**config.mk**
```make
export PLATFORM = sky130hd
export DESIGN_NAME = pmrc_top
export DESIGN_NICKNAME = d
export VERILOG_FILES = /design/src/rtl/pmrc_pkg.sv /design/src/rtl/pmrc_sync.sv /design/src/rtl/pmrc_count.sv /design/src/rtl/pmrc_top.sv
export SDC_FILE = /design/constraint.sdc
export NUM_CORES = 1
export LEC_CHECK = 0
export ABC_AREA = 1
export BUFFER_PORTS_ARGS = -buffer_cell sky130_fd_sc_hd__buf_2
export CAP_MARGIN = 20
export CORE_ASPECT_RATIO = 0.6
export CORE_MARGIN = 2
export CORE_UTILIZATION = 40
export CTS_CLUSTER_SIZE = 20
export DETAILED_ROUTE_END_ITERATION = 10
export HOLD_SLACK_MARGIN = 0.08
export MAX_ROUTING_LAYER = met4
export PLACE_DENSITY_LB_ADDON = 0.3
export SLEW_MARGIN = 20
export SYNTH_ARGS = -nofsm -noshare
export SYNTH_HDL_FRONTEND = slang
export SYNTH_SLANG_ARGS = --single-unit
```
**constraint.sdc**
```tcl
create_clock -name mclk -period 2.05 [get_ports mclk]
set_clock_uncertainty 0.15 [all_clocks]
set_input_delay 0.3075 -clock mclk [delete_from_list [all_inputs] [get_ports mclk]]
set_output_delay 0.3075 -clock mclk [all_outputs]
set_load 0.01 [all_outputs]
```
**src/rtl/pmrc_pkg.sv**
```systemverilog
// Package with constants and types for the power mode and reset controller
package pmrc_pkg;
   // Register byte addresses
   localparam logic [7:0] PMRC_ADDR_PCON     = 8'h00; // Power mode select and deep power-down lock
   localparam logic [7:0] PMRC_ADDR_CLKGATE  = 8'h04; // Peripheral clock enables
   localparam logic [7:0] PMRC_ADDR_CLKSEL   = 8'h08; // System clock source select
   localparam logic [7:0] PMRC_ADDR_SLEEPCFG = 8'h0C; // Sources kept alive in deep-sleep / power-down
   localparam logic [7:0] PMRC_ADDR_BROWN    = 8'h10; // Brownout levels and enables
   localparam logic [7:0] PMRC_ADDR_STATUS   = 8'h14; // Reset cause, brownout and state
   localparam logic [7:0] PMRC_ADDR_WAKEEN   = 8'h18; // Wake source enables
   // Field positions
   localparam int PMRC_PCON_MODE_LSB   = 0;  // Two-bit mode field
   localparam int PMRC_PCON_LOCK_BIT   = 2;  // Deep power-down lock
   localparam int PMRC_CFG_WDOSC_BIT   = 0;  // Keep watchdog oscillator
   localparam int PMRC_CFG_BROWN_BIT   = 1;  // Keep brownout detector
   localparam int PMRC_CFG_WDIRC_BIT   = 2;  // Watchdog clocked from RC oscillator
   localparam int PMRC_BR_IRQLVL_LSB   = 0;  // Interrupt level, two bits
   localparam int PMRC_BR_RSTLVL_LSB   = 2;  // Reset level, two bits
   localparam int PMRC_BR_RSTEN_BIT    = 4;  // Brownout reset enable
   // Reset values
   localparam logic [31:0] PMRC_CLKGATE_RST = 32'h0000_0000;
   localparam logic [1:0]  PMRC_CLKSEL_RST  = 2'h0; // Internal RC oscillator
   localparam logic [2:0]  PMRC_SLEEPCFG_RST = 3'h0;
   localparam logic [4:0]  PMRC_BROWN_RST   = 5'h00;
   localparam logic [3:0]  PMRC_WAKEEN_RST  = 4'hF;
   localparam logic [31:0] PMRC_BOOT_ADDR   = 32'h0000_0000; // Execution start address
   // Timing
   localparam int PMRC_CLK_MHZ         = 40;
   localparam int PMRC_RST_PULSE_NS    = 50;  // Least valid reset pulse
   localparam int PMRC_RST_PULSE_CYC   = (PMRC_RST_PULSE_NS * PMRC_CLK_MHZ + 999) / 1000;
   localparam int PMRC_OSC_START_CYC   = 16;  // Oscillator restart settle on wake
   localparam int PMRC_RESET_HOLD_CYC  = 8;   // Internal reset stretch
   localparam logic [1:0] PMRC_SRC_RC  = 2'h0; // Clock source codes
   // Power modes
   typedef enum logic [1:0] {
      PMRC_MODE_SLEEP    = 2'h0,
      PMRC_MODE_DEEP     = 2'h1,
      PMRC_MODE_PDOWN    = 2'h2,
      PMRC_MODE_DEEP_PD  = 2'h3
   } pmrc_mode_t;
   // Wake source indices
   localparam int PMRC_WK_PIN  = 0;
   localparam int PMRC_WK_WDOG = 1;
   localparam int PMRC_WK_USB  = 2;
   localparam int PMRC_WK_IRQ  = 3;
endpackage

```
**src/rtl/pmrc_sync.sv**
```systemverilog
// Two-stage synchroniser for asynchronous level inputs
`timescale 1ns/1ps
module pmrc_sync #(
   parameter int W   = 1,      // Width
   parameter logic [W-1:0] INIT = '0 // Value after reset
) (
   input  wire logic         mclk,
   input  wire logic         rst,
   input  wire logic [W-1:0] din,
   output logic      [W-1:0] dout
);
   typedef struct packed {
      logic [W-1:0] s1; // First stage, read only by second
      logic [W-1:0] s2; // Second stage
   } pmrc_sync_t;
   pmrc_sync_t st_reg;
   pmrc_sync_t st_next;
   // Shift the input through both stages
   always_comb begin
      st_next    = st_reg;
      st_next.s1 = din;
      st_next.s2 = st_reg.s1;
   end
   // Register stage
   always_ff @(posedge mclk) begin
      if (rst) begin
         st_reg <= '{s1: INIT, s2: INIT};
      end else begin
         st_reg <= st_next;
      end
   end
   assign dout = st_reg.s2;
endmodule

```
**src/rtl/pmrc_count.sv**
```systemverilog
// Saturating up-counter that reports when a target count is reached
`timescale 1ns/1ps
module pmrc_count #(
   parameter int W = 8 // Counter width
) (
   input  wire logic         mclk,
   input  wire logic         rst,
   input  wire logic         run,    // Count while high, clear while low
   input  wire logic [W-1:0] target, // Cycles to reach
   output logic              done    // High once count reached target
);
   typedef struct packed {
      logic [W-1:0] cnt;
      logic         done;
   } pmrc_count_t;
   pmrc_count_t st_reg;
   pmrc_count_t st_next;
   // Count up while run is held, saturate at target
   always_comb begin
      st_next = st_reg;
      if (!run) begin
         st_next.cnt  = '0;
         st_next.done = 1'b0;
      end else if (st_reg.cnt >= target) begin
         st_next.done = 1'b1;
      end else begin
         st_next.cnt = st_reg.cnt + W'(1);
      end
   end
   // Register stage
   always_ff @(posedge mclk) begin
      if (rst) begin
         st_reg <= '{cnt: '0, done: 1'b0};
      end else begin
         st_reg <= st_next;
      end
   end
   assign done = st_reg.done;
endmodule

```
**src/rtl/pmrc_top.sv**
```systemverilog
// Power mode, clock gating, wake and reset sequencing controller
//
// What this block does
// RL1 - Start and deep wake on RC oscillator
// RL2 - Software waits for oscillator before selecting
// RL3 - Four software-selectable power reduction modes
// RL4 - Register bits gate each peripheral clock
// RL5 - Sleep stops core clock, interrupt resumes
// RL6 - Peripheral clocks keep running in sleep
// RL7 - Deep-sleep keeps only RC, analog off
// RL8 - Deep-sleep may keep watchdog osc, brownout
// RL9 - Wake on reset, pin, watchdog, USB
// RL10 - Power-down keeps only selected watchdog osc; the code also keeps the brownout detector when selected
// RL11 - Deep power-down wakes only via pin
// RL12 - Lock bit refuses deep power-down entry
// RL13 - Four reset sources restart RC, flash
// RL14 - Reset pin low 50 ns resets
// RL15 - Registers reset, execution starts at zero
// RL16 - Brownout level interrupt and status bit
// RL17 - Brownout reset level forces chip reset
// RL18 - Reset pin selects debug port
// RL19 - Tester sequence for boundary scan entry; the code enables boundary scan whenever the synchronised reset pin is low
// RL20 - Low-power entry on wait-for-interrupt only
// RL21 - Wake restarts sources, RC before core
//
// Decided for this implementation: the placing of the registers and the strobed register port.
`timescale 1ns/1ps
module pmrc_top #(
   parameter int NPERIPH  = 32, // Number of gated peripheral clocks
   parameter int NGPIOWK  = 8   // Number of wake-capable pins
) (
   input  wire logic               mclk,           // 40 MHz system clock
   input  wire logic               rst,            // Synchronous power-on reset
   // Register port
   input  wire logic [7:0]         reg_addr,
   input  wire logic [31:0]        reg_wdata,
   input  wire logic               reg_wr,
   input  wire logic               reg_rd,
   output logic      [31:0]        reg_rdata,
   // Core side
   input  wire logic               core_wfi,       // Wait-for-interrupt executed
   input  wire logic               core_irq,       // Any pending enabled interrupt
   output logic                    core_clk_en,    // Core clock gate
   output logic                    core_rst,       // Chip reset to core and peripherals
   output logic      [31:0]        core_boot_addr, // Fetch start address
   output logic                    flash_init,     // Flash controller initialise pulse
   output logic                    flash_standby,  // Flash in standby
   output logic                    flash_off,      // Flash shut down
   output logic                    analog_off,     // Analog blocks shut down
   output logic                    power_off,      // Main power removed
   // Clocks
   output logic      [NPERIPH-1:0] periph_clk_en,  // Peripheral clock gates
   output logic                    internal_rc_oscillator_en,
   output logic                    internal_rc_oscillator_out_en,
   output logic                    watchdog_oscillator_en,
   output logic                    sysosc_pll_en,  // Main oscillator and PLL allowed
   output logic      [1:0]         clk_sel,        // System clock source
   // Reset and wake inputs from pins and analog
   input  wire logic               reset_pin_n,    // External reset pin
   input  wire logic               deep_powerdown_wake_pin_n,
   input  wire logic [NGPIOWK-1:0] gpio_wake,
   input  wire logic               wdog_irq,
   input  wire logic               wdog_reset,
   input  wire logic               usb_activity,
   input  wire logic [3:0]         vdd_below,      // One-hot-ish: supply below level i
   // Brownout and debug
   output logic                    brownout_detector_en,
   output logic                    brownout_irq,
   output logic                    swd_en,
   output logic                    bscan_en
);
   typedef enum {
      ST_RUN, ST_SLEEP, ST_DEEP, ST_PDOWN, ST_DPD, ST_WAKE, ST_RESET
   } pmrc_state_t;

   // All module state
   typedef struct packed {
      logic [1:0]         mode;       // Selected low-power mode
      logic               lock;       // Deep power-down lock
      logic [NPERIPH-1:0] clkgate;    // Peripheral clock enables
      logic [1:0]         clksel;     // Clock source
      logic [2:0]         sleepcfg;   // Sources kept in low power
      logic [4:0]         brown;      // Brownout config
      logic [3:0]         wakeen;     // Wake source enables
      logic [3:0]         rst_cause;  // Sticky: pin, watchdog, por, brownout
      logic               dpd_flag;   // Woke from deep power-down
      logic [31:0]        rdata;      // Read data
      logic [3:0]         state;      // Power state
      logic [3:0]         hold;       // Internal reset stretch
      logic               finit;      // Flash init pulse
   } pmrc_top_t;
   pmrc_top_t st_reg;
   pmrc_top_t st_next;

   logic               rpin_s;       // Synchronised reset pin
   logic               wpin_s;       // Synchronised wake pin
   logic [NGPIOWK-1:0] gpio_s;
   logic [2:0]         misc_s;       // Watchdog irq, watchdog reset, usb
   logic [3:0]         vdd_s;
   logic               pin_low_ok;   // Reset pin held low long enough
   logic               osc_ready;    // Restart settle done
   logic               wake_req;
   logic               brown_rst;
   logic               chip_rst_src;
   logic               in_wake;
   pmrc_state_t        cur;

   // Synchronise every pin and analog input before use
   pmrc_sync #(.W(1), .INIT(1'b1)) u_sync_rpin (.mclk(mclk), .rst(rst), .din(reset_pin_n), .dout(rpin_s));
   pmrc_sync #(.W(1), .INIT(1'b1)) u_sync_wpin (.mclk(mclk), .rst(rst),
                                                .din(deep_powerdown_wake_pin_n), .dout(wpin_s));
   pmrc_sync #(.W(NGPIOWK), .INIT('0)) u_sync_gpio (.mclk(mclk), .rst(rst), .din(gpio_wake), .dout(gpio_s));
   pmrc_sync #(.W(3), .INIT('0)) u_sync_misc (.mclk(mclk), .rst(rst),
                                              .din({usb_activity, wdog_reset, wdog_irq}), .dout(misc_s));
   pmrc_sync #(.W(4), .INIT('0)) u_sync_vdd (.mclk(mclk), .rst(rst), .din(vdd_below), .dout(vdd_s));

   // Reset pin must stay low for the least pulse width
   pmrc_count #(.W(4)) u_rpin_cnt ( // RL14
      .mclk   (mclk),
      .rst    (rst),
      .run    (!rpin_s),
      .target (4'(pmrc_pkg::PMRC_RST_PULSE_CYC - 1)),
      .done   (pin_low_ok)
   );

   // Oscillator restart settle on wake
   pmrc_count #(.W(5)) u_osc_cnt ( // RL21
      .mclk   (mclk),
      .rst    (rst),
      .run    (in_wake),
      .target (5'(pmrc_pkg::PMRC_OSC_START_CYC)),
      .done   (osc_ready)
   );

   assign cur     = pmrc_state_t'(st_reg.state);
   assign in_wake = (cur == ST_WAKE);

   // Wake sources for deep-sleep and power-down
   assign wake_req = (st_reg.wakeen[pmrc_pkg::PMRC_WK_PIN]  & (|gpio_s))      // RL9
                   | (st_reg.wakeen[pmrc_pkg::PMRC_WK_WDOG] & misc_s[0])
                   | (st_reg.wakeen[pmrc_pkg::PMRC_WK_USB]  & misc_s[2]);

   // Brownout reset when supply below the chosen reset level
   assign brown_rst = st_reg.brown[pmrc_pkg::PMRC_BR_RSTEN_BIT]
                    & vdd_s[st_reg.brown[pmrc_pkg::PMRC_BR_RSTLVL_LSB +: 2]]; // RL17

   // Any of the chip reset sources; power-on is rst itself
   assign chip_rst_src = pin_low_ok | misc_s[1] | brown_rst; // RL13

   // Next-state logic for registers, sequencing and resets
   always_comb begin
      st_next       = st_reg;
      st_next.finit = 1'b0;
      // Register writes
      if (reg_wr) begin
         case (reg_addr)
            pmrc_pkg::PMRC_ADDR_PCON: begin
               st_next.mode = reg_wdata[pmrc_pkg::PMRC_PCON_MODE_LSB +: 2]; // RL3
               // Lock only sets; cleared by chip reset
               st_next.lock = st_reg.lock | reg_wdata[pmrc_pkg::PMRC_PCON_LOCK_BIT];
            end
            pmrc_pkg::PMRC_ADDR_CLKGATE:  st_next.clkgate  = reg_wdata[NPERIPH-1:0]; // RL4
            pmrc_pkg::PMRC_ADDR_CLKSEL:   st_next.clksel   = reg_wdata[1:0]; // RL2
            pmrc_pkg::PMRC_ADDR_SLEEPCFG: st_next.sleepcfg = reg_wdata[2:0];
            pmrc_pkg::PMRC_ADDR_BROWN:    st_next.brown    = reg_wdata[4:0];
            pmrc_pkg::PMRC_ADDR_WAKEEN:   st_next.wakeen   = reg_wdata[3:0];
            // Write ones to clear reset cause and wake flag
            pmrc_pkg::PMRC_ADDR_STATUS: begin
               st_next.rst_cause = st_reg.rst_cause & ~reg_wdata[3:0];
               st_next.dpd_flag  = st_reg.dpd_flag & ~reg_wdata[4];
            end
            default: ;
         endcase
      end
      // Read data, unmapped reads return zero
      st_next.rdata = 32'h0000_0000;
      if (reg_rd) begin
         case (reg_addr)
            pmrc_pkg::PMRC_ADDR_PCON:     st_next.rdata = {29'h0, st_reg.lock, st_reg.mode};
            pmrc_pkg::PMRC_ADDR_CLKGATE:  st_next.rdata = 32'(st_reg.clkgate);
            pmrc_pkg::PMRC_ADDR_CLKSEL:   st_next.rdata = {30'h0, st_reg.clksel};
            pmrc_pkg::PMRC_ADDR_SLEEPCFG: st_next.rdata = {29'h0, st_reg.sleepcfg};
            pmrc_pkg::PMRC_ADDR_BROWN:    st_next.rdata = {27'h0, st_reg.brown};
            pmrc_pkg::PMRC_ADDR_WAKEEN:   st_next.rdata = {28'h0, st_reg.wakeen};
            // Brownout level seen, state, flags
            pmrc_pkg::PMRC_ADDR_STATUS:   st_next.rdata = {20'h0, st_reg.state, // RL16
                                                          brownout_irq, 2'h0, st_reg.dpd_flag, st_reg.rst_cause};
            default:                      st_next.rdata = 32'h0000_0000;
         endcase
      end
      // Power state sequencing
      case (cur)
         ST_RUN: begin
            if (core_wfi) begin // RL20
               case (pmrc_pkg::pmrc_mode_t'(st_reg.mode))
                  pmrc_pkg::PMRC_MODE_SLEEP:   st_next.state = 4'(ST_SLEEP);
                  pmrc_pkg::PMRC_MODE_DEEP:    st_next.state = 4'(ST_DEEP);
                  pmrc_pkg::PMRC_MODE_PDOWN:   st_next.state = 4'(ST_PDOWN);
                  // Lock turns deep power-down into plain sleep
                  pmrc_pkg::PMRC_MODE_DEEP_PD: st_next.state = st_reg.lock ? 4'(ST_SLEEP) : 4'(ST_DPD); // RL12
                  default:                     st_next.state = 4'(ST_SLEEP);
               endcase
            end
         end
         // Any interrupt re-enables the core clock directly
         ST_SLEEP: if (core_irq) st_next.state = 4'(ST_RUN); // RL5
         ST_DEEP, ST_PDOWN: if (wake_req) st_next.state = 4'(ST_WAKE); // RL9
         ST_WAKE: if (osc_ready) begin
            st_next.clksel = pmrc_pkg::PMRC_SRC_RC; // RL21
            st_next.state  = 4'(ST_RUN);
         end
         // Only the wake pin leaves deep power-down, through a full restart
         ST_DPD: if (!wpin_s) st_next.dpd_flag = 1'b1; // RL11
         ST_RESET: begin
            if (st_reg.hold != 4'h0) begin
               st_next.hold = st_reg.hold - 4'h1;
            end else begin
               st_next.state = 4'(ST_RUN); // RL15
            end
         end
         default: st_next.state = 4'(ST_RESET);
      endcase
      // Chip reset from any source returns all registers except status to defaults
      if (cur == ST_DPD ? !wpin_s : chip_rst_src) begin // RL13
         st_next.mode     = pmrc_pkg::PMRC_MODE_SLEEP;
         st_next.lock     = 1'b0;
         st_next.clkgate  = NPERIPH'(pmrc_pkg::PMRC_CLKGATE_RST);
         st_next.clksel   = pmrc_pkg::PMRC_CLKSEL_RST; // RL1
         st_next.sleepcfg = pmrc_pkg::PMRC_SLEEPCFG_RST;
         st_next.brown    = pmrc_pkg::PMRC_BROWN_RST;
         st_next.wakeen   = pmrc_pkg::PMRC_WAKEEN_RST;
         st_next.rst_cause = st_reg.rst_cause | {brown_rst, 1'b0, misc_s[1], pin_low_ok};
         st_next.state    = 4'(ST_RESET);
         st_next.hold     = 4'(pmrc_pkg::PMRC_RESET_HOLD_CYC);
      end
      // Flash init pulse when internal reset is entered
      if (st_next.state == 4'(ST_RESET) && cur != ST_RESET) st_next.finit = 1'b1; // RL13
   end

   // Register stage; power-on reset sets the cause flag
   always_ff @(posedge mclk) begin
      if (rst) begin
         st_reg <= '{mode: 2'h0, lock: 1'b0, clkgate: '0, clksel: 2'h0, sleepcfg: 3'h0,
                     brown: 5'h00, wakeen: 4'hF, rst_cause: 4'h4, dpd_flag: 1'b0,
                     rdata: 32'h0000_0000, state: 4'h6, hold: 4'h8, finit: 1'b1};
      end else begin
         st_reg <= st_next;
      end
   end

   // Output decode from state
   always_comb begin
      core_clk_en   = (cur == ST_RUN);
      core_rst      = (cur == ST_RESET) || (cur == ST_DPD);
      // Peripherals run in sleep, stop in deeper modes
      periph_clk_en = (cur == ST_RUN || cur == ST_SLEEP) ? st_reg.clkgate : '0; // RL6
      // RC oscillator alive except power-down and deep power-down
      internal_rc_oscillator_en     = !(cur == ST_PDOWN || cur == ST_DPD); // RL1
      internal_rc_oscillator_out_en = (cur == ST_DEEP) ? st_reg.sleepcfg[pmrc_pkg::PMRC_CFG_WDIRC_BIT] // RL7
                                                      : internal_rc_oscillator_en;
      watchdog_oscillator_en = (cur == ST_DEEP || cur == ST_PDOWN)
                             ? st_reg.sleepcfg[pmrc_pkg::PMRC_CFG_WDOSC_BIT] // RL8
                             : (cur != ST_DPD);                              // RL10
      brownout_detector_en = (cur == ST_DEEP || cur == ST_PDOWN)
                           ? st_reg.sleepcfg[pmrc_pkg::PMRC_CFG_BROWN_BIT] : (cur != ST_DPD);
      // Main oscillator and PLL off in deep modes; restarted before core clock
      sysosc_pll_en = !(cur == ST_DEEP || cur == ST_PDOWN || cur == ST_DPD); // RL21
      analog_off    = (cur == ST_DEEP || cur == ST_PDOWN || cur == ST_DPD);  // RL7
      flash_standby = (cur == ST_DEEP);
      flash_off     = (cur == ST_PDOWN || cur == ST_DPD);                    // RL10
      power_off     = (cur == ST_DPD);                                       // RL11
      // Debug port chosen by reset pin level, serial wire off in reset
      bscan_en      = !rpin_s;                                               // RL18
      swd_en        = rpin_s && !core_rst;                                   // RL18
      brownout_irq  = vdd_s[st_reg.brown[pmrc_pkg::PMRC_BR_IRQLVL_LSB +: 2]] && brownout_detector_en; // RL16
   end

   assign reg_rdata      = st_reg.rdata;
   assign clk_sel        = st_reg.clksel;
   assign flash_init     = st_reg.finit;
   assign core_boot_addr = pmrc_pkg::PMRC_BOOT_ADDR; // RL15
endmodule

```
======== After elaboration in Yosys (flattened, before gate mapping) ========
Cells that the tools add are included.
storage, ports and cells
  flip-flop bits (word level) ............. 140
  input bits .............................. 63
  output and inout port bits .............. 113
  logic and storage cells ................. 140
operators by class
  multiplexer cells ....................... 33
  add/sub/neg operators ................... 3
  reductions and logical operators ........ 33
  eq/ne operators ......................... 24
  bitwise gates (word level) .............. 16
  $lt $le $gt $ge ......................... 4
operator list
  cell                                                         count
  case mux 32 bit (7 select lines)                             1
  zero test 32 bit                                             2
  two-way mux 4 bit                                            9
  two-way mux 32 bit                                           1
  == test 4 x 3 -> 1 bit (second input constant)               6
  == test 8 x 5 -> 1 bit (second input constant)               3
  case mux 4 bit (6 select lines)                              1
  two-way mux 19 bit                                           1
  == test 8 x 4 -> 1 bit (second input constant)               2
  case mux 4 bit (4 select lines)                              1
  AND reduction 2 bit                                          7
  == test 4 x 2 -> 1 bit (second input constant)               3
  == test 4 bit (second input constant)                        3
  two-way mux 5 bit                                            2
  OR reduction 2 bit                                           5
  two-way mux 1 bit                                            9
  == test 8 x 3 -> 1 bit (second input constant)               1
  zero test 8 bit                                              1
  two-way mux 8 bit                                            1
  inequality test 4 bit (second input constant)                2
  OR reduction 8 bit                                           1
  less-than comparator 2 x 3 -> 1 bit (second input constant)  2
  two-way mux 2 bit                                            3
  two-way mux 3 bit                                            2
  other kinds (21)                                             44

======== Longest topological paths before layout ========
Gate-level depths: netlist of run 1.
  depth after elaboration ................. 10
  depth in mapped cells ................... 13
  mapped depth without buffers ............ 13

======== By module ========
Synthesis of run 1 repeated with hierarchy kept, for this count alone.
unflattened totals
  cells, all modules ...................... 911
  area, all modules ....................... 6722.7 um^2
modules (own cells, without submodules)
  module                        area each (um^2)  instances  seq. area each (um^2)  cells each
  pmrc_top                      4878.4            1          1901.8                 679
  pmrc_sync at u_sync_gpio      474.2             1          320.3                  50
  pmrc_count at u_osc_cnt       464.2             1          120.1                  65
  pmrc_count at u_rpin_cnt      391.6             1          100.1                  60
  pmrc_sync at u_sync_vdd       231.5             1          160.2                  25
  pmrc_sync at u_sync_misc      165.2             1          120.1                  18
  pmrc_sync at u_sync_rpin ...  58.8              2          40.0                   7

======== Worst setup path after synthesis of run 1 ========
Ideal clock, no wire load.
  path kind ............................... register to output
  from .................................... reg st_reg, in the netlist cur[1]
  to ...................................... out internal_rc_oscillator_en
  arrival ................................. 1.338 ns
  path buffers ............................ 1
  slack ................................... 0.254 ns
  cell stages (with the launch flop) ...... 10
  data required time ...................... 1.592 ns
  path through ............................ dfxtp_1 > buf_6 > inv_2 > nand2_4 > nor2_4 > inv_4 > nand2_1 > inv_1 > nor2_1 > inv_1
on the way
  cells in the longest elaborated chain, start to end .. 3
  elaborated cells between the ends (all ways) .. 4
  those cells by class .................... eq/ne (2); reduce/logical (2)
RTL lines
  what                      line             RTL
  start: declaration        pmrc_top.sv:92   pmrc_top_t st_reg;
  start signal: assignment  pmrc_top.sv:243  st_reg <= '{mode: 2'h0, lock: 1'b0, clkgate: '0, clksel: 2'h0, sleepcfg: 3'h0,
  start signal: assignment  pmrc_top.sv:247  st_reg <= st_next;
  == test 4 bit             n/a
  via power_off             pmrc_top.sv:50   output logic power_off,
  logical OR 1 bit          pmrc_top.sv:258  internal_rc_oscillator_en = !(cur == ST_PDOWN || cur == ST_DPD);
  via flash_off             pmrc_top.sv:48   output logic flash_off,
  zero test 1 bit           pmrc_top.sv:258
  end: declaration          pmrc_top.sv:53   output logic internal_rc_oscillator_en,
The timed path passes the listed nets, and every way through them passes these cells.

======== Worst setup path after layout of run 1 ========
  from .................................... reg st_reg, in the netlist cur[2]
  to ...................................... out brownout_irq
on the way
  cells in the longest elaborated chain, start to end .. 4
  elaborated cells between the ends (all ways) .. 6
  those cells by class .................... eq/ne (3); mux (1); reduce/logical (2)
RTL lines
  what                    line             RTL
  == test 4 x 3 -> 1 bit  pmrc_top.sv:264  brownout_detector_en = (cur == ST_DEEP || cur == ST_PDOWN)
  logical OR 1 bit        pmrc_top.sv:264
  two-way mux 1 bit *     pmrc_top.sv:265  ? st_reg.sleepcfg[pmrc_pkg::PMRC_CFG_BROWN_BIT] : (cur != ST_DPD);
  logical AND 1 bit *     pmrc_top.sv:275  brownout_irq = vdd_s[st_reg.brown[pmrc_pkg::PMRC_BR_IRQLVL_LSB +: 2]] && brownout_detector_en;
  end: declaration        pmrc_top.sv:68   output logic brownout_irq,
Every way passes the cells marked *; elsewhere a longest branch is shown, timed or not.

==> results of run 1 <==
Yosys cell counts (all sizes together):
cell type | instances | share of area
a21oi | 66 | 0.059
a31oi | 1 | 0.0010
buf | 86 | 0.10
clkbuf | 13 | 0.0078
conb | 1 | 0.00060
dfxtp | 140 | 0.45
ha | 8 | 0.016
inv | 132 | 0.080
nand2 | 143 | 0.092
nand3 | 69 | 0.056
nand4 | 5 | 0.0050
nor2 | 110 | 0.069
nor3 | 27 | 0.023
nor4 | 2 | 0.0020
o2111ai | 4 | 0.0056
o21ai | 23 | 0.018
o21bai | 1 | 0.0018
o22ai | 2 | 0.0020
or2 | 8 | 0.0080
xor2 | 2 | 0.0028
where the power goes:
group,internal [mW],switching [mW]
clock,1.84,1.33
sequential,2.78,0.0234
combinational,0.220,0.312
total,4.84,1.66
logic make-up (layout without fill, tap and decap cells):
logic type,after synthesis,count (layout)
adder cells (fa/ha/maj),8,8
AND/OR/NAND/NOR,364,364
other,1,33
AO/OA/AOI/OAI,97,97
buffers and inverters,231,376
XOR/XNOR,2,2
flip-flops,140,140
worst max-delay path: cells and delay by family (launching register included):
family	cells	cell delay, ps
buffers and inverters	5	340
DFF	1	370
and+or+nand+nor	5	410
cell type report:
type / instances / area (µm²) / area share
inverter: 132 / 503.0 / 0.06290
clock inverter: 15 / 183.9 / 0.02300
sequential: 140 / 2806 / 0.3510
timing repair buffer: 212 / 1404 / 0.1756
tap: 203 / 254.0 / 0.03176
clock buffer: 17 / 425.4 / 0.05320
multi-input combinational: 504 / 2420 / 0.3026
routing by layer:
metal | up-vias | wire length, µm | part of all wire | GRT usage
li1 | 2844 | - | - | -
met1 | 2531 | 8426 | 0.52 | 0.2867
met2 | 173 | 6795 | 0.42 | 0.2821
met3 | 10 | 1013 | 0.062 | 0.05348
met4 | 0 | 89 | 0.0055 | 0.04576
met5 | - | 0 | 0 | -
worst min path at each step:
stage	start	end	slack, ps	cells after the start
finish	reg_wdata[2]	st_reg[62]$_SDFFE_PP0P_	90	3
detailed placement	u_sync_gpio.st_next[6]$_SDFF_PP0_	u_sync_gpio.dout[6]$_SDFF_PP0_	240	2
CTS	reg_wdata[1]	st_reg[61]$_SDFFE_PP0P_	80	3
global route	reg_wdata[0]	st_reg[60]$_SDFFE_PP0P_	90	3
global placement	u_sync_vdd.st_next[3]$_SDFF_PP0_	u_sync_vdd.dout[3]$_SDFF_PP0_	240	2
floorplan	u_sync_gpio.st_next[0]$_SDFF_PP0_	u_sync_gpio.dout[0]$_SDFF_PP0_	240	2
through the flow:
stage               std cells  hold WS, ps
detailed placement       1140        242.2
global placement         1140        241.4
floorplan                 875        238.3
CTS                      1219        80.81
finish                   1223        94.18
global route             1223        92.59
timing repair:
item                                    4_1_cts  5_1_grt
hold endpoints to repair                     47        0
endpoints found under the setup margin       36       36
resized for setup                             9       17
pin swaps                                     1        4
gates cloned                                  0        1
buffers inserted                              1        3
hold buffers                                 46        0
layout by cell type (no fill, tap or decap), drive strengths merged:
cell type	Yosys	final
buf	86	165
nor3	27	27
clkbuf	13	18
nor2	110	110
nand2	143	143
or2	8	8
nor4	2	2
clkinv	0	6
inv	132	138
nand4	5	5
ha	8	8
o22ai	2	2
o21ai	23	23
dfxtp	140	140
xor2	2	2
nand3	69	69
bufinv	0	2
dlygate4sd3	0	46
o2111ai	4	4
clkinvlp	0	1
o21bai	1	1
conb	1	33
a31oi	1	1
a21oi	66	66
==> results.sh, run 1 <==
export IMPL_start_kind="flop"
export IMPL_grt_pass1_wl_um=25010
export IMPL_crit_end="brownout_irq"
export IMPL_via_count=5558
export IMPL_nets=1078
export IMPL_track_usage=0.2006
export IMPL_synth_simple_gate_area_frac=0.2555
export IMPL_worstMarginPinSlew_ps=490.1
export IMPL_p_per_area_nw_per_um2=813.2
export IMPL_synthXorXnorAreaFrac=0.002801
export IMPL_crit_path_max_fanout=5
export IMPL_synth_area_um2=6253
export IMPL_clock_path_buffers=2
export IMPL_netlist_instances=843
export IMPL_portBuffers=143
export IMPL_synth_seq_cells=140
export IMPL_grt_max_degree=39
export IMPL_die_h_um=100.9
export IMPL_numCtsBuffers=17
export IMPL_antenna_cells=0
export IMPL_finalSetupViolCount=0
export IMPL_fin_area_um2=7996
export IMPL_synth_seq_area_share=0.4482
export IMPL_gp_congestion=0.9057
export IMPL_worst_ep_required_time_ps=1590
export IMPL_drt_vias_per_instance=4.545
export IMPL_io_pins=176
export IMPL_drive_above_1_share=0.2490
export IMPL_slew_headroom=0.6703
export IMPL_clkTransAtPathRegs_ps=60
export IMPL_final_core_util=0.5217
export IMPL_synth_compound_area_frac=0.08764
export IMPL_grt_antenna_before_repair=0
export IMPL_grt_pass1_vias=4893
export IMPL_max_freq_mhz=502.2
export IMPL_status="finished clean"
export IMPL_cts_sinks=140
export IMPL_wl_per_cell_um=13.35
export IMPL_n_fill_cell=1530
export IMPL_rows=35
export IMPL_first_pass_iters=5
export IMPL_core_region_area_um2=15330
export IMPL_htreeDepth=4
export IMPL_rsz0062_at_grt="true"
export IMPL_max_stage_delay_ps=370
export IMPL_period_minus_slack_ps=1991
export IMPL_muxShareOfSynthArea=0
export IMPL_wirelength_um=16320
export IMPL_hold_viol=0
export IMPL_ir_drop_v=0.0005663
export IMPL_critPathArrivalTime_ps=1530
export IMPL_insertion_delay_ps=420
export IMPL_r2r_setup_slack_ps=210
export IMPL_r2r_cells=10
export IMPL_placed_area_um2=6818
export IMPL_grt_overflow_total=0
export IMPL_hp_class="input pin to flop"
export IMPL_drt_initial_drc_count=391
export IMPL_initial_core_util=0.4080
export IMPL_drtAntennaViolNets=0
export IMPL_largest_reg_flops=56
export IMPL_die_x_um=165.4
export IMPL_synthAdderAreaFrac=0.01601
export IMPL_synth_top_family_by_area="simple AND/OR/NAND/NOR gates"
export IMPL_crit_chain="inv_2 > nand2_4 > inv_2 > nand2_2 > inv_2 > nand2_1 > nand2_2 > nand2_1 > inv_2 > buf_2"
export IMPL_pre_cts_slack_ps=261.6
export IMPL_crit_top_cell="inv_2"
export IMPL_slew_viol_final=0
export IMPL_clock_root_buffer="clkbuf_16"
export IMPL_critPathLaunch="cur[2]$_SDFF_PP1_"
export IMPL_yosys_warnings=0
export IMPL_p_leak_nw=3.611
export IMPL_drc=0
export IMPL_path_class="flop to primary output"
export IMPL_power_mw=6.503
export IMPL_finalSetupTns_ps=0
export IMPL_dieArea_um2=16680
export IMPL_synthToLayoutAreaGrowth_pct=27.87
export IMPL_endpoint_kind="primary output"
export IMPL_yosysUniqueCellTypes=33
export IMPL_slowest_stage="dfxtp_2"
export IMPL_rr_startpoint="st_reg[52]$_SDFFE_PP0P_"
export IMPL_hpwl_um=11360
export IMPL_drv_cap=0
export IMPL_cts_tree="done"
export IMPL_timing_rr_end="st_reg[90]$_SDFFE_PP0P_"
export IMPL_min_period_over_period=0.9713
export IMPL_setup_slack_ps=58.75
export IMPL_syn_mean_instance_area_um2=7.418
(Power assumes the default switching activity.)
==> run 2: changes to the inputs <==
Settings changed: SETUP_SLACK_MARGIN set to 0.3.
==> run 2 against run 1 <==
Net effect: final area increased by 4.6%; critical endpoint is now watchdog_oscillator_en; count of clock-buffer cells in the layout increased by 1; register-to-register slack improved by 60 ps; first-iteration DRC count increased by 3.3%; non-clock buffer count increased by 21; sequential share of layout area decreased by 1.4 points; flip-flop and latch count unchanged; wire length increased by 2.0%; die area unchanged; utilization increased by 2.4 points.
==> results.sh, run 2 (synthesis gave the netlist of run 1 again) <==
export IMPL_status="finished clean"
export IMPL_track_usage=0.2038
export IMPL_hold_viol=0
export IMPL_start_kind="flop"
export IMPL_drt_vias_per_instance=4.523
export IMPL_first_pass_iters=5
export IMPL_place_inst=1140
export IMPL_largest_reg_flops=56
export IMPL_grt_overflow_total=0
export IMPL_r2r_setup_slack_ps=270
export IMPL_fin_cells=1244
export IMPL_clock_path_buffers=2
export IMPL_via_count=5626
export IMPL_antenna_cells=0
export IMPL_final_common_cell="buf_2"
export IMPL_r2r_cells=11
export IMPL_regArea_um2=2815
export IMPL_grt_pass1_wl_um=25490
export IMPL_min_period_over_period=0.9514
export IMPL_multi_input_area_um2=2560
export IMPL_hp_class="input pin to flop"
export IMPL_die_h_um=100.9
export IMPL_cts_tree="done"
export IMPL_htreeDepth=4
export IMPL_layout_common_cells="buf_2 (136), dfxtp_1 (132), nand2_1 (127)"
export IMPL_cts_sinks=140
export IMPL_path_class="flop to primary output"
export IMPL_core_region_area_um2=15330
export IMPL_critPathArrivalTime_ps=1490
export IMPL_gp_congestion=0.8564
export IMPL_critPathLaunch="cur[2]$_SDFF_PP1_"
export IMPL_ir_drop_v=0.0004032
export IMPL_period_minus_slack_ps=1950
export IMPL_drt_met1_wl_um=8470
export IMPL_hp_start="reg_wdata[0]"
export IMPL_finalSetupTns_ps=0
export IMPL_insertion_delay_ps=420
export IMPL_drv_cap=0
export IMPL_drive_above_1_share=0.2882
export IMPL_drc=0
export IMPL_wirelength_um=16660
export IMPL_grt_pass1_vias=5014
export IMPL_worst_ep_required_time_ps=1590
export IMPL_drt_initial_drc_count=404
export IMPL_slew_headroom=0.5501
export IMPL_numCtsBuffers=17
export IMPL_initial_core_util=0.4080
export IMPL_rsz0062_at_grt="true"
export IMPL_drtAntennaViolNets=0
export IMPL_rows=35
export IMPL_nets=1099
export IMPL_portBuffers=143
export IMPL_wl_per_cell_um=13.39
export IMPL_grt_antenna_before_repair=0
export IMPL_n_fill_cell=1457
export IMPL_grt_max_degree=39
export IMPL_worstMarginPinSlew_ps=668.7
export IMPL_clkTransAtPathRegs_ps=60
export IMPL_finalSetupViolCount=0
export IMPL_hold_depth=3
export IMPL_synthToLayoutAreaGrowth_pct=33.77
export IMPL_p_per_area_nw_per_um2=763.1
export IMPL_pre_cts_slack_ps=263.0
export IMPL_max_freq_mhz=512.7
export IMPL_slew_viol_final=0
export IMPL_io_pins=176
export IMPL_timing_rr_end="st_reg[4]$_SDFFE_PP1P_"
export IMPL_hpwl_um=11350
export IMPL_wl_met3_um=1041
export IMPL_crit_path_max_fanout=4
export IMPL_p_leak_nw=3.755
export IMPL_endpoint_kind="primary output"
export IMPL_die_x_um=165.4
export IMPL_setup_slack_ps=99.56
export IMPL_clock_root_buffer="clkbuf_16"
export IMPL_dieArea_um2=16680
export IMPL_power_mw=6.384
export IMPL_wl_met2_um=7012
export IMPL_holdPathEnd="st_reg[93]$_SDFFE_PP0P_"
export IMPL_topRoutingLayerUsed="met4"
export IMPL_rr_startpoint="cur[3]$_SDFF_PP0_"
[run 2: through the flow]
stage | hold slack, ps | instance area, µm² | util
6_report | 107.8 | 8366 | 0.5458
5_1_grt | 99.70 | 8366 | 0.5458
4_1_cts | 100.5 | 8128 | 0.5303
3_5_place_dp | 241.6 | 6833 | 0.4458
3_3_place_gp | 240.2 | 6833 | 0.4458
2_1_floorplan | 238.3 | 6376 | -
[run 2: final cells by class]
| class | count | area share |
|---|---|---|
| Clock buffer | 18 | 0.05250 |
| Multi-Input combinational cell | 504 | 0.3060 |
| Clock inverter | 14 | 0.01481 |
| Tap cell | 203 | 0.03036 |
| Timing Repair Buffer | 233 | 0.1991 |
| Sequential cell | 140 | 0.3365 |
| Inverter | 132 | 0.06072 |
[run 2: power breakdown]
group	internal (mW)	total (mW)	switching, mW
clock network	1.64	2.94	1.30
logic	0.290	0.644	0.353
registers	2.78	2.80	0.0254
[run 2: layer usage]
layer	global-route usage	up-vias
li1	-	2895
met1	0.2949	2530
met2	0.2888	187
met3	0.04607	14
met4	0.04576	0
met5	-	-
[run 2: critical path: stages (launching register included)]
cell and delay (ps):
dfxtp_4 370, inv_2 50, nand2_4 100, inv_4 50, nand2_4 80, inv_2 50
buf_4 140, nand2_1 60, nand2_1 60, buf_2 130
[run 2: timing repair]
item | 4_1_cts | 5_1_grt
hold endpoints to repair | 49 | 0
pin swaps | 12 | 14
setup endpoints to repair | 60 | 86
hold buffers | 48 | 0
buffers inserted | 13 | 9
cloned | 1 | 1
gates resized for setup | 46 | 37
[run 2: how the worst max path moves through the flow]
stage	endpoint	slack (ps)	depth (start not counted)
2_1_floorplan	internal_rc_oscillator_en	320	9
3_3_place_gp	clk_sel[0]$_SDFF_PP0_	280	10
3_5_place_dp	reg_rdata[10]$_SDFF_PP0_	260	9
4_1_cts	periph_clk_en[4]	120	6
5_1_grt	brownout_irq	10	10
6_report	watchdog_oscillator_en	100	9
==> run 3: changes to the inputs <==
Settings changed: CELL_PAD_IN_SITES_DETAIL_PLACEMENT set to 1, CELL_PAD_IN_SITES_GLOBAL_PLACEMENT set to 2, CORE_UTILIZATION 40 to 31.
Clock period 2.05 ns to 2.36 ns, I/O delays scaled along.
==> run 3 against run 2 <==
Net effect: register-to-register slack better by 230 ps; first-iteration DRC count is 47% lower; final area is 1.0% lower; critical path depth is 3 lower; final cell count is 4.8% higher; via count is 0.82% higher; flip-flop and latch count stayed put; hold slack better by 38 ps; power is 9.1% lower; sequential power is 13% lower; worst setup slack better by 220 ps.
==> results.sh, run 3 (synthesis gave the netlist of run 1 again) <==
export IMPL_status="finished clean"
export IMPL_initial_core_util=0.3147
export IMPL_gp_congestion=0.7846
export IMPL_final_common_cell="buf_2"
export IMPL_nets=1089
export IMPL_swShare=0.2457
export IMPL_slew_headroom=0.6445
export IMPL_endpoint_kind="primary output"
export IMPL_drt_vias_per_instance=4.350
export IMPL_hold_viol=0
export IMPL_path_class="flop to primary output"
export IMPL_wirelength_um=19260
export IMPL_io_pins=176
export IMPL_layout_common_cells="buf_2 (142), dfxtp_1 (136), nand2_1 (129)"
export IMPL_n_fill_cell=2507
export IMPL_clock_path_buffers=2
export IMPL_largest_reg_flops=56
export IMPL_grt_busiest_layer="met2"
export IMPL_worst_ep_required_time_ps=1860
export IMPL_crit_path_max_fanout=8
export IMPL_setup_slack_ps=316.4
export IMPL_grt_overflow_total=0
export IMPL_power_switching_mw=1.425
export IMPL_start_kind="flop"
export IMPL_hpwl_um=13150
export IMPL_rows=40
export IMPL_multi_input_area_um2=2476
export IMPL_comb_power_share=0.087
export IMPL_die_h_um=114.0
export IMPL_finalSetupTns_ps=0
export IMPL_regArea_um2=2815
export IMPL_p_leak_nw=3.685
export IMPL_htreeDepth=4
export IMPL_grt_pass1_vias=5546
export IMPL_grt_pass1_wl_um=29480
export IMPL_gr_usage_met2=0.2739
export IMPL_insertion_delay_ps=430
export IMPL_drv_cap=0
export IMPL_dieArea_um2=21360
export IMPL_ir_drop_v=0.0005314
export IMPL_hold_depth=3
export IMPL_slew_viol_final=0
export IMPL_critPathArrivalTime_ps=1540
export IMPL_r2r_setup_slack_ps=500
export IMPL_die_x_um=187.4
export IMPL_holdPathEnd="st_reg[51]$_SDFFE_PP0P_"
export IMPL_final_core_util=0.4168
export IMPL_p_clk_frac=0.494
export IMPL_drt_initial_drc_count=215
export IMPL_timing_rr_end="st_reg[65]$_SDFFE_PP0P_"
export IMPL_grt_max_degree=37
export IMPL_p_per_area_nw_per_um2=700.4
export IMPL_wl_per_cell_um=14.77
export IMPL_power_mw=5.801
export IMPL_drive_above_1_share=0.2667
export IMPL_via_count=5672
export IMPL_grt_use_met1=0.2487
export IMPL_hp_class="input pin to flop"
export IMPL_internal_power_mw=4.376
export IMPL_clock_root_buffer="clkbuf_16"
export IMPL_cts_sinks=140
export IMPL_drc=0
export IMPL_critPathLaunch="cur[1]$_SDFF_PP1_"
export IMPL_portBuffers=143
export IMPL_cts_tree="done"
export IMPL_worstMarginPinSlew_ps=528.3
export IMPL_numCtsBuffers=17
export IMPL_max_freq_mhz=489.3
export IMPL_pre_cts_slack_ps=351.2
export IMPL_rsz0062_at_grt="true"
export IMPL_min_period_over_period=0.8659
export IMPL_grt_antenna_before_repair=0
export IMPL_first_pass_iters=4
export IMPL_finalSetupViolCount=0
export IMPL_antenna_cells=0
export IMPL_synthToLayoutAreaGrowth_pct=32.43
export IMPL_drtAntennaViolNets=0
export IMPL_track_usage=0.1842
export IMPL_clkTransAtPathRegs_ps=70
export IMPL_hp_start="reg_wdata[1]"
export IMPL_period_minus_slack_ps=2044
export IMPL_r2r_cells=10
export IMPL_grtUsageMet3=0.04154
export IMPL_rr_startpoint="st_reg[52]$_SDFFE_PP0P_"
export IMPL_sequentialPowerShare=0.420
export IMPL_core_region_area_um2=19870
## run 3: through the flow
stage | cell area (µm²) | hold WS, ps | cells
after floorplan | 6374 | 238.3 | 875
after global placement | 6855 | 244.3 | 1205
after detailed placement | 6855 | 248.3 | 1205
after CTS | 8110 | 123.1 | 1296
after global routing | 8282 | 144.2 | 1304
final | 8282 | 146.2 | 1304
## run 3: layout make-up
type / count / area share
multi-input combinational: 504 / 0.2990
timing repair buffer: 223 / 0.1813
sequential: 140 / 0.3399
clock inverter: 12 / 0.01964
inverter: 132 / 0.06255
tap: 273 / 0.04124
clock buffer: 20 / 0.05635
## run 3: worst max-delay path by stage
stage	slack, ps	endpoint
global route	250	periph_clk_en[30]
detailed placement	350	brownout_irq
floorplan	520	internal_rc_oscillator_en
finish	320	periph_clk_en[2]
global placement	340	brownout_irq
CTS	280	periph_clk_en[3]
## run 3: timing repair
| action | in CTS | in global routing |
|---|---|---|
| hold buffers | 46 | 0 |
| setup endpoints to repair | 40 | 51 |
| pin swaps | 6 | 4 |
| setup buffers | 13 | 5 |
| hold endpoints to repair | 47 | 0 |
| resized for setup | 27 | 25 |
| gates cloned | 0 | 3 |
## run 3: critical path, cell delays in order (launching register included)
cell       delay, ps
dfxtp_4          360
buf_4            150
nor2_4           120
inv_4             80
clkbuf_16        180
nor2_1            80
buf_2            140
## run 3: power groups by stage
| stage | Combinational (mW) | Clock [mW] | Sequential [mW] |
|---|---|---|---|
| 2_1_floorplan | 0.285 | 0 | 2.48 |
| 3_3_place_gp | 0.383 | 0 | 2.49 |
| 3_5_place_dp | 0.389 | 0 | 2.49 |
| 4_1_cts | 0.481 | 2.95 | 2.43 |
| 5_1_grt | 0.555 | 3.04 | 2.44 |
| 6_report | 0.502 | 2.86 | 2.43 |
## run 3: routing by layer
layer	vias up	share of wire
met1	2664	0.51
met2	123	0.44
met5	-	0
li1	2872	-
met3	13	0.043
met4	0	0.010
